==> config.mk <==
export PLATFORM = sky130hd
export DESIGN_NAME = adc_lane_sample_mapper
export DESIGN_NICKNAME = d
export VERILOG_FILES = /design/src/hdl/lane_mapper_pkg.sv /design/src/hdl/lane_frame_buffer.sv /design/src/hdl/adc_lane_sample_mapper.sv
export SDC_FILE = /design/constraint.sdc
export NUM_CORES = 1
export LEC_CHECK = 0
export ABC_AREA = 1
export BUFFER_PORTS_ARGS = -buffer_cell sky130_fd_sc_hd__buf_4
export CORE_AREA = 2 2 495 497
export CTS_CLUSTER_SIZE = 12
export DETAILED_ROUTE_END_ITERATION = 10
export DIE_AREA = 0 0 497 499
export PLACE_DENSITY = 0.48
export SLEW_MARGIN = 10
export SYNTH_ARGS = -nofsm -noshare
export SYNTH_HDL_FRONTEND = slang
export SYNTH_SLANG_ARGS = --single-unit
export TNS_END_PERCENT = 10
==> constraint.sdc <==
create_clock -name clk -period 20.2 [get_ports clk]
set_input_delay 4.04 -clock clk [delete_from_list [all_inputs] [get_ports clk]]
set_output_delay 4.04 -clock clk [all_outputs]
set_load 0.01 [all_outputs]
==> src/hdl/lane_mapper_pkg.sv <==
// Shared types and constants of the converter lane sample mapper.
package lane_mapper_pkg;

  // ----------------------------------------------------------------
  // Geometry
  // ----------------------------------------------------------------
  localparam int SAMPLE_W     = 9;
  localparam int NARROW_W     = 8;
  localparam int CHANNELS     = 4;
  localparam int SAMPLES_MAX  = 20;
  localparam int LANES        = 8;
  localparam int LANE_W       = 64;
  localparam int OCT_CNT_W    = 4;

  // ----------------------------------------------------------------
  // Slot layouts
  // ----------------------------------------------------------------
  localparam int PAIR_SLOT_W  = 10;
  localparam int PAIR_SLOTS   = 4;
  localparam int PAIR_LANES   = 2;
  localparam int PAIR_OCTETS  = 5;
  localparam int WIDE_SLOT_W  = 12;
  localparam int WIDE_SLOTS   = 5;
  localparam int WIDE_LANES   = 4;
  localparam int WIDE_OCTETS  = 8;
  localparam int NARROW_LANES = 4;
  localparam int NARROW_OCTS  = 1;
  localparam int NARROW_LSB   = 1;

  // ----------------------------------------------------------------
  // Counters and reset values
  // ----------------------------------------------------------------
  localparam int DROP_W       = 16;
  localparam int BUF_DEPTH    = 2;
  localparam logic [LANES-1:0]  LANE_RST = 8'h00;
  localparam logic [DROP_W-1:0] DROP_RST = 16'h0000;
  localparam logic [DROP_W-1:0] DROP_MAX = 16'hFFFF;

  // ----------------------------------------------------------------
  // Types
  // ----------------------------------------------------------------
  typedef enum logic [1:0] {
    FMT_NINE_PAIR,
    FMT_NINE_WIDE,
    FMT_EIGHT_BIT,
    FMT_UNUSED
  } link_format_select_t;

  typedef enum logic [1:0] {
    CH_SINGLE,
    CH_DUAL,
    CH_QUAD,
    CH_UNUSED
  } chan_mode_t;

  typedef logic [SAMPLE_W-1:0] sample_t;

  typedef struct packed {
    sample_t [CHANNELS-1:0][SAMPLES_MAX-1:0] chan;
  } sample_block_t;

  typedef struct packed {
    logic [LANES-1:0][LANE_W-1:0] lane;
    logic [OCT_CNT_W-1:0]         octets;
  } lane_frame_t;

endpackage : lane_mapper_pkg

==> src/hdl/lane_frame_buffer.sv <==
// Two-entry valid/ready buffer holding mapped lane frames.
module lane_frame_buffer #(
  parameter int W = 8
) (
  input  wire logic         clk,
  input  wire logic         rstn,
  input  wire logic         ce,
  input  wire logic         inValid,
  output logic              inReady,
  input  wire logic [W-1:0] inData,
  output logic              outValid,
  input  wire logic         outReady,
  output logic [W-1:0]      outData
);

  // ----------------------------------------------------------------
  // Storage and pointers
  // ----------------------------------------------------------------
  logic [W-1:0] mem [lane_mapper_pkg::BUF_DEPTH];
  logic         wrPtr_q;
  logic         rdPtr_q;
  logic [1:0]   count_q;
  logic         push;
  logic         pop;

  assign inReady  = ce && (count_q != 2'h2);
  assign outValid = (count_q != 2'h0);
  assign outData  = mem[rdPtr_q];
  assign push     = inValid && inReady;
  assign pop      = ce && outValid && outReady;

  always_ff @(posedge clk) begin
    if (push) begin
      mem[wrPtr_q] <= inData;
    end
  end

  always_ff @(posedge clk or negedge rstn) begin
    if (!rstn) begin
      wrPtr_q <= 1'b0;
      rdPtr_q <= 1'b0;
      count_q <= 2'h0;
    end else if (ce) begin
      if (push) begin
        wrPtr_q <= ~wrPtr_q;
      end
      if (pop) begin
        rdPtr_q <= ~rdPtr_q;
      end
      count_q <= count_q + {1'b0, push} - {1'b0, pop};
    end
  end

endmodule : lane_frame_buffer

==> src/hdl/adc_lane_sample_mapper.sv <==
// Maps converter channel samples onto the eight transport lanes.
//
// Overview of operation
// RL1 - A paired-format lane frame is five octets: four slots, each a sample and one zero bit.
// RL2 - In the paired format a channel owns a lane pair: even samples low lane, odd ones high.
// RL3 - A wide lane frame is eight octets of five 12-bit slots; lane k takes samples k + 4j.
// RL4 - The eight-bit format serves single or dual channel use only and is refused in quad use.
// RL5 - In the eight-bit format a lane holds the eight most significant bits of one sample, A on lanes 0-3 and B on lanes 4-7.
// RL6 - Pads and frame tails are zero, and every sample is placed most significant bit first.
//
// All inputs come from logic on the frame clock, so none passes a synchroniser here.
module adc_lane_sample_mapper (
  input  wire logic                                 clk,
  input  wire logic                                 rstn,
  input  wire logic                                 ce,
  input  wire lane_mapper_pkg::link_format_select_t linkFormatSelect,
  input  wire lane_mapper_pkg::chan_mode_t          channelMode,
  input  wire logic                                 sampleValid,
  output logic                                      sampleReady,
  input  wire lane_mapper_pkg::sample_block_t       samples,
  output logic                                      frameValid,
  input  wire logic                                 frameReady,
  output lane_mapper_pkg::lane_frame_t              laneFrame,
  output logic [lane_mapper_pkg::LANES-1:0]         laneActive,
  output logic                                      formatRejected,
  output logic [lane_mapper_pkg::DROP_W-1:0]        droppedFrames
);

  // ----------------------------------------------------------------
  // Configuration helpers
  // ----------------------------------------------------------------

  function automatic int chan_count(input lane_mapper_pkg::chan_mode_t m);
    case (m)
      lane_mapper_pkg::CH_SINGLE: chan_count = 1;
      lane_mapper_pkg::CH_DUAL:   chan_count = 2;
      lane_mapper_pkg::CH_QUAD:   chan_count = 4;
      default:                    chan_count = 0;
    endcase
  endfunction : chan_count

  // The dual/single-only formats spread one channel over four lanes, so eight lanes
  // cannot carry four channels and quad use is refused for both of them.
  function automatic logic fmt_allowed(
    input lane_mapper_pkg::link_format_select_t f,
    input lane_mapper_pkg::chan_mode_t          m
  );
    case (f)
      lane_mapper_pkg::FMT_NINE_PAIR: fmt_allowed = (chan_count(m) != 0);
      lane_mapper_pkg::FMT_NINE_WIDE: fmt_allowed = (chan_count(m) != 0) &&
                                                    (m != lane_mapper_pkg::CH_QUAD); // [RL3]
      lane_mapper_pkg::FMT_EIGHT_BIT: fmt_allowed = (chan_count(m) != 0) &&
                                                    (m != lane_mapper_pkg::CH_QUAD); // [RL4]
      default:                        fmt_allowed = 1'b0;
    endcase
  endfunction : fmt_allowed

  // Channel that feeds a lane, per format.
  function automatic int lane_chan(
    input lane_mapper_pkg::link_format_select_t f,
    input int                                   l
  );
    case (f)
      lane_mapper_pkg::FMT_NINE_PAIR: lane_chan = l / lane_mapper_pkg::PAIR_LANES;
      lane_mapper_pkg::FMT_NINE_WIDE: lane_chan = l / lane_mapper_pkg::WIDE_LANES;
      lane_mapper_pkg::FMT_EIGHT_BIT: lane_chan = l / lane_mapper_pkg::NARROW_LANES;
      default:                        lane_chan = lane_mapper_pkg::CHANNELS;
    endcase
  endfunction : lane_chan

  function automatic logic [lane_mapper_pkg::LANES-1:0] active_lanes(
    input lane_mapper_pkg::link_format_select_t f,
    input lane_mapper_pkg::chan_mode_t          m
  );
    active_lanes = '0;
    for (int l = 0; l < lane_mapper_pkg::LANES; l++) begin
      active_lanes[l] = fmt_allowed(f, m) && (lane_chan(f, l) < chan_count(m));
    end
  endfunction : active_lanes

  // ----------------------------------------------------------------
  // Lane placement
  // ----------------------------------------------------------------

  // The whole frame is built in one cycle; the cost is a wide mux tree, which is
  // acceptable at the frame clock and keeps latency fixed at one buffer stage.
  function automatic lane_mapper_pkg::lane_frame_t map_frame(
    input lane_mapper_pkg::link_format_select_t f,
    input lane_mapper_pkg::chan_mode_t          m,
    input lane_mapper_pkg::sample_block_t       b
  );
    logic [lane_mapper_pkg::LANES-1:0] act;
    int                                ch;
    int                                pos;
    act       = active_lanes(f, m);
    ch        = 0;
    pos       = 0;
    map_frame = '0; // [RL6]
    for (int l = 0; l < lane_mapper_pkg::LANES; l++) begin
      ch = lane_chan(f, l);
      if (act[l]) begin
        case (f)
          lane_mapper_pkg::FMT_NINE_PAIR: begin
            for (int j = 0; j < lane_mapper_pkg::PAIR_SLOTS; j++) begin
              pos = lane_mapper_pkg::LANE_W - 1 - j * lane_mapper_pkg::PAIR_SLOT_W;
              map_frame.lane[l][pos -: lane_mapper_pkg::SAMPLE_W] =
                b.chan[ch][j * lane_mapper_pkg::PAIR_LANES +
                           l % lane_mapper_pkg::PAIR_LANES]; // [RL1] [RL2]
            end
          end
          lane_mapper_pkg::FMT_NINE_WIDE: begin
            for (int j = 0; j < lane_mapper_pkg::WIDE_SLOTS; j++) begin
              pos = lane_mapper_pkg::LANE_W - 1 - j * lane_mapper_pkg::WIDE_SLOT_W;
              map_frame.lane[l][pos -: lane_mapper_pkg::SAMPLE_W] =
                b.chan[ch][l % lane_mapper_pkg::WIDE_LANES +
                           j * lane_mapper_pkg::WIDE_LANES]; // [RL3]
            end
          end
          lane_mapper_pkg::FMT_EIGHT_BIT: begin
            map_frame.lane[l][lane_mapper_pkg::LANE_W - 1 -: lane_mapper_pkg::NARROW_W] =
              b.chan[ch][l % lane_mapper_pkg::NARROW_LANES]
                [lane_mapper_pkg::SAMPLE_W - 1 : lane_mapper_pkg::NARROW_LSB]; // [RL5]
          end
          default: begin
            map_frame.lane[l] = '0;
          end
        endcase
      end
    end
    case (f)
      lane_mapper_pkg::FMT_NINE_PAIR:
        map_frame.octets = lane_mapper_pkg::OCT_CNT_W'(lane_mapper_pkg::PAIR_OCTETS);
      lane_mapper_pkg::FMT_NINE_WIDE:
        map_frame.octets = lane_mapper_pkg::OCT_CNT_W'(lane_mapper_pkg::WIDE_OCTETS);
      lane_mapper_pkg::FMT_EIGHT_BIT:
        map_frame.octets = lane_mapper_pkg::OCT_CNT_W'(lane_mapper_pkg::NARROW_OCTS);
      default:
        map_frame.octets = '0;
    endcase
  endfunction : map_frame

  // ----------------------------------------------------------------
  // Acceptance and refusal
  // ----------------------------------------------------------------

  logic                        rejectNow;
  logic                        bufInReady;
  logic                        bufPush;
  logic                        dropNow;
  lane_mapper_pkg::lane_frame_t mapped;
  logic [lane_mapper_pkg::LANES-1:0]  laneActive_q;
  logic [lane_mapper_pkg::LANES-1:0]  activeNow;
  logic                               rejected_q;
  logic [lane_mapper_pkg::DROP_W-1:0] dropped_q;

  assign rejectNow = !fmt_allowed(linkFormatSelect, channelMode); // [RL4]
  assign mapped    = map_frame(linkFormatSelect, channelMode, samples);
  assign activeNow = active_lanes(linkFormatSelect, channelMode); // [RL2] [RL5]

  // A refused block is taken and thrown away rather than stalled, so a source
  // left running under a bad setting cannot hang the upstream pipeline.
  assign sampleReady = ce && (rejectNow || bufInReady); // [RL4]
  assign bufPush     = sampleValid && !rejectNow;
  assign dropNow     = ce && sampleValid && rejectNow;

  // ----------------------------------------------------------------
  // Status registers
  // ----------------------------------------------------------------

  // Both status flags lag the configuration by one edge; a block is always judged
  // by the configuration that stands beside it, so the lag never misroutes data.
  always_ff @(posedge clk or negedge rstn) begin
    if (!rstn) begin
      rejected_q <= 1'b0;
    end else if (ce) begin
      rejected_q <= rejectNow; // [RL4]
    end
  end

  always_ff @(posedge clk or negedge rstn) begin
    if (!rstn) begin
      laneActive_q <= lane_mapper_pkg::LANE_RST;
    end else if (ce) begin
      laneActive_q <= activeNow; // [RL2] [RL5]
    end
  end

  // Saturates so that a long misconfiguration never wraps back to a small count.
  always_ff @(posedge clk or negedge rstn) begin
    if (!rstn) begin
      dropped_q <= lane_mapper_pkg::DROP_RST;
    end else if (dropNow && (dropped_q != lane_mapper_pkg::DROP_MAX)) begin
      dropped_q <= dropped_q + 1'b1;
    end
  end

  assign formatRejected = rejected_q;
  assign laneActive     = laneActive_q;
  assign droppedFrames  = dropped_q;

  // ----------------------------------------------------------------
  // Output buffer
  // ----------------------------------------------------------------

  // With the receiver stalled two frames wait here and sampleReady then falls,
  // so a mapped frame is never overwritten or lost.
  lane_frame_buffer #(
    .W ($bits(lane_mapper_pkg::lane_frame_t))
  ) u_buffer (
    .clk      (clk),
    .rstn     (rstn),
    .ce       (ce),
    .inValid  (bufPush),
    .inReady  (bufInReady),
    .inData   (mapped),
    .outValid (frameValid),
    .outReady (frameReady),
    .outData  (laneFrame)
  );

endmodule : adc_lane_sample_mapper

# Word-level counts from Yosys, hierarchy flattened
# Memories as Yosys holds them, arrays and structs flattened.
# Cells that the tools add are included.
# word_totals
memories	1
regBits	28
wordCells	199
input_bits	729
output_inout_bits	543
ramBits	1032
# memory_table
name	words	word_bits	read_ports	rd_clocked_by_memory_dff	write_ports	line	rtl
u_buffer.mem	2	516	1	0	1	lane_frame_buffer.sv:19	logic [W-1:0] mem [lane_mapper_pkg::BUF_DEPTH];
# op_classes
bitwise	2
n_mux	144
eq_ne	7
n_reduce_logical	28
magnitude_cmp	8
n_addsub	3
# ops
cell	count
$bmux W180 S2	4
$mux W180	4
$mux W162	4
$mux W64	8
$lt A32 B32 Y1	4
$lt A32 B4 Y1 const B	4
$pmux W3 S2	19
$pmux W7 S2	8
$mux W32	3
$reduce_bool A32 Y1	3
$pmux W5 S2	8
$mux W9	8
$pmux W8 S2	4
$mux W3	17
$mux W6	8
$mux W8	4
$pmux W1 S2	12
$mux W1	22
$add A16 B1 Y16 const B	1
$mux W2	8
$ne A16 B16 Y1 const B	1
$logic_and A1 B1 Y1	15
$pmux W4 S3	1
$pmux W3 S3	1
other kinds (14)	21

# Longest topological paths before layout
# depth
ltp_word	10
ltp_mapped	12
depth_no_buf	10

# Cells and area by module
# A second synthesis with hierarchy kept.
# unflattened
cells_unflattened	5753
hier_area_um2	52240.1
# modules_own_cells
mod	cells_per_inst	area_each_um2	instances	seq_area_each_um2
lane_frame_buffer	2732	37770.0	1	31089.8
adc_lane_sample_mapper	3021	14470.1	1	525.5

# Least setup slack after synthesis
# No wires, ideal clock.
# synth_path
path_kind	input port to flip-flop
from	in linkFormatSelect[1]
to	mem u_buffer.mem[1][0] (netlist name) (enable)
setup_slack_ps	-3594
path_buffers	1
arrival_time_ps	22566
stages	7
setup_ps	1227
t_required_ps	18973
path_cell_list	inv_1 > ha_1 > buf_4 > o21bai_2 > a21oi_2 > nand2_1 > nor2_1
# synth_via
elab_chain_len	6
word_cells_on_any_way	8
cone_classes	eq/ne: 2; mux: 3; reduce/logical: 3
# synth_lines
element	line	rtl
start: declaration	adc_lane_sample_mapper.sv:16	input wire lane_mapper_pkg::link_format_select_t linkFormatSelect,
$eq A2 B2 Y1 (tied with other cells)	adc_lane_sample_mapper.sv:48	case (f)
$pmux W1 S3 *	adc_lane_sample_mapper.sv:48	
$logic_and A1 B1 Y1 *	adc_lane_sample_mapper.sv:163	assign bufPush = sampleValid && !rejectNow;
$logic_and A1 B1 Y1 *	lane_frame_buffer.sv:29	assign push = inValid && inReady;
$mux W1 *	lane_frame_buffer.sv:33	if (push) begin
$mux W1 (not written as such) *	lane_frame_buffer.sv:34	mem[wrPtr_q] <= inData;
end: declaration	lane_frame_buffer.sv:19	
# Every way passes the cells marked *; elsewhere a longest branch is shown, timed or not.

# Worst setup path in the final report
# layout_path
from	in linkFormatSelect[0]
to	out sampleReady
# layout_via
elab_chain_len	5
word_cells_on_any_way	7
cone_classes	eq/ne: 2; mux: 1; reduce/logical: 4
# layout_lines
element	line	rtl
$eq A2 B2 Y1 (tied with other cells)	adc_lane_sample_mapper.sv:48	
$pmux W1 S3 *	adc_lane_sample_mapper.sv:48	
$logic_not A1 Y1 *	adc_lane_sample_mapper.sv:156	assign rejectNow = !fmt_allowed(linkFormatSelect, channelMode);
$logic_or A1 B1 Y1 *	adc_lane_sample_mapper.sv:162	assign sampleReady = ce && (rejectNow || bufInReady);
$logic_and A1 B1 Y1 *	adc_lane_sample_mapper.sv:162	
end: declaration	adc_lane_sample_mapper.sv:19	output logic sampleReady,
# Marks and branches as above.

==> impl_metrics.tcl <==
set metrics [dict create \
    outcome "finished clean" \
    netlist_area_sq_um 44810 \
    tightest_slew_ns 1.390 \
    hold_ws_ns 0.4890 \
    synth.avg_cell_area_sq_um 8.747 \
    dp_cells 9234 \
    max_slew_margin_pct 6.355 \
    powerDensity_nw_per_um2 112.1 \
    gp_congestion 0.9365 \
    seq_power_share_pct 31.1 \
    cts_hold_buf 0 \
    place.detailed.hpwl_microns 255000 \
    synth_area_leaders "edfxtp_1, nand2_1, nor2_1" \
    setup_viol 0 \
    synth_edf_count 854 \
    syn_inst 5123 \
    crit_slowest_cell "ha_4" \
    dr.pass1.iters 9 \
    start_util_pct 18.48 \
    overflow 0 \
    ir_worst_vdd_mv 0.08921 \
    crit_fanout 38 \
    drt_iter0_drc 3959 \
    top_level_ports 1272 \
    synth_top_area_share_pct 57.23 \
    clk_latency_ns 0.77 \
    drive_above_1_share_pct 24.00 \
    cap_violations 0 \
    cp.arrival_ns 5.74 \
    fin_cells 9494 \
    drcViolationCount 0 \
    cts_tree "yes" \
    pwr-share-comb_pct 38.6 \
    synth_cell_types 36 \
    cp-start-kind "input port" \
    core_area_sq_um 242500 \
    grt_first_pass_wirelength_microns 408700 \
    clkTransAtPathRegs_ns 0.06 \
    cts_buffers 114 \
    ys_ff_latch 879 \
    rsz0062_at_grt "no" \
    ys_seq_area_share_pct 58.62 \
    critPathMaxStageDelay_ns 0.69 \
    routedWlPerCell_microns 33.98 \
    via_per_inst 4.475 \
    power_mw 6.748 \
    die_h_microns 499 \
    p_sw_share_pct 40.20 \
    yosysWarnings 0 \
    post-route-period-util_pct 48.39 \
    die-width_microns 497 \
    cp_data_required_time_ns 16.16 \
    nNetsFinal 6888 \
    cts.sinks 879 \
    rows 181 \
    cts_resized 0 \
    yosysMostFrequentCell "nand2_1" \
    clk_path_buf_depth 3 \
    p_int_mw 4.035 \
    fillers 26560 \
    antenna_found_initial 157 \
    cpLargestDelayFamily "adder cells" \
    vias 42490 \
    fmax_mhz 102.3 \
    grt_use_total_pct 25.01 \
    syn2layout_area_growth_pct 34.37 \
    grt_pass1_vias 40530 \
    synth_top_flop_cell "edfxtp_1" \
    cts_root_buf "clkbuf_16" \
    synth-async-reset-ratio_pct 2.844 \
    finalWirelength_microns 322600 \
    cts_htree_levels 3 \
    end_kind "primary output" \
    io_buffer_count 1182 \
    period_minus_slack_ns 9.775 \
    yosys-top-cells-count "nand2_1, edfxtp_1, nor2_1, o21ai_0, a21oi_1" \
    synth_top_area_cell "edfxtp_1" \
    setup_ws_ns 10.42 \
    cp_cell_sequence "buf_4, inv_1, ha_4, o21bai_2, inv_2, nand2_2, nand2_1, nand2_1, buf_4" \
    hold_violations 0 \
    p_sw_mw 2.713 \
    hold_path.class "flop to flop" \
    dieArea_sq_um 248000 \
    clkPwrFrac_pct 30.3 \
    slew_violations 0 \
    grt_max_degree 148 \
    finClkSkew_ns 0.04145 \
    dpl_worst_slack_ns 10.36 \
    postCtsSetupRepairBufs 0 \
    ant_nets 0 \
    p_leak_nw 25.26 \
    crit_type "input port to primary output" \
    critPathBufInv 4 \
]
[sequential cells by signal, indices dropped and copies added (netlist names)]
signal / cells
droppedFrames: 16
u_buffer.wrPtr_q: 1
formatRejected: 1
u_buffer.count_q: 2
u_buffer.rdPtr_q: 1
laneActive: 4
u_buffer.mem: 854
[layer usage]
| metal | vias up | GRT usage, % | wire length, microns |
|---|---|---|---|
| li1 | 18940 | - | - |
| met1 | 20770 | 25.57 | 110200 |
| met2 | 2213 | 45.50 | 164700 |
| met3 | 509 | 8.737 | 29540 |
| met4 | 56 | 11.53 | 17850 |
| met5 | - | 0 | 370 |
[path summary, 6_finish.rpt]
check	endpoint	slack, ns	start	cells after the start
max	sampleReady	10.42	linkFormatSelect[0]	9
min reg2reg	formatRejected$_DFFE_PN0P_	0.49	formatRejected$_DFFE_PN0P_	2
min in group asynchronous	laneActive[5]$_DFFE_PN0P_	3.18	rstn	1
max in group asynchronous	u_buffer.rdPtr_q$_DFFE_PN0P_	16.71	rstn	1
min	formatRejected$_DFFE_PN0P_	0.49	formatRejected$_DFFE_PN0P_	2
max reg2reg	u_buffer.mem[1][366]$_DFFE_PP_	15.76	u_buffer.count_q[1]$_DFFE_PN0P_	9
[worst min-delay path: cells and delay by family, from the launching register on]
family | cells | cell delay [ns]
AND/OR/NAND/NOR | 2 | 0.10
flip-flops | 1 | 0.35
[power by group through the flow]
| stage | registers [mW] | logic (mW) | clock network, mW |
|---|---|---|---|
| floorplan | 2.16 | 1.00 | 0 |
| global placement | 2.14 | 2.67 | 0 |
| detailed placement | 2.14 | 2.66 | 0 |
| CTS | 2.10 | 2.67 | 2.08 |
| global route | 2.10 | 2.77 | 2.15 |
| finish | 2.10 | 2.61 | 2.04 |
[logic make-up (layout without fill, tap and decap cells)]
family,Yosys count,count (layout),synth area share [%]
flip-flops,879,879,58.62
XOR/XNOR,8,8,0.1564
buffers and inverters,651,1681,7.025
AND/OR/NAND/NOR,2748,2748,23.95
AO/OA/AOI/OAI,825,825,9.929
adder cells (fa/ha/maj),11,11,0.3071
other,1,140,0.008368
[cell usage in the layout (no fill, tap or decap), types with 4 or more instances in the layout]
cell type	Yosys	final
o21ai_0	427	418
conb_1	1	89
bufinv_16	0	10
clkinv_1	1	22
nand4_1	7	7
clkbuf_1	149	25
buf_4	114	1257
inv_8	0	4
o21ai_1	43	52
or2_2	36	36
a22oi_1	20	20
nand2_1	1870	1867
nand3_1	121	121
inv_2	5	4
o211ai_1	97	97
o22ai_1	10	10
a21oi_1	224	224
clkbuf_16	0	115
diode_2	0	51
clkinvlp_4	0	5
inv_1	204	202
inv_6	0	9
nor3_2	10	10
ha_1	11	8
buf_12	0	5
nor2_4	3	5
clkinv_2	0	17
edfxtp_1	854	854
xor2_1	5	5
dfrtp_1	25	24
nand2_2	3	5
nor3_1	35	35
nor2_1	658	656
[area by class of cell]
| type | count | area [sq um] | area share, % |
|---|---|---|---|
| antenna | 51 | 127.6 | 0.2120 |
| clock buffer | 143 | 3013 | 5.004 |
| clock inverter | 66 | 641.9 | 1.066 |
| inverter | 210 | 815.8 | 1.355 |
| multi-input combinational | 3681 | 15800 | 26.23 |
| sequential | 879 | 26270 | 43.64 |
| tap | 3202 | 4006 | 6.654 |
| timing repair buffer | 1262 | 9537 | 15.84 |
[stage by stage]
step	util (%)	area, sq um	TNS, ns
6_report	24.82	60210	0
5_1_grt	24.80	60160	0
4_1_cts	24.77	60080	0
3_5_place_dp	23.27	56430	0
3_3_place_gp	23.27	56430	0
2_1_floorplan	-	45140	-1528.20
No activity file was read; power rests on OpenSTA's default activity.
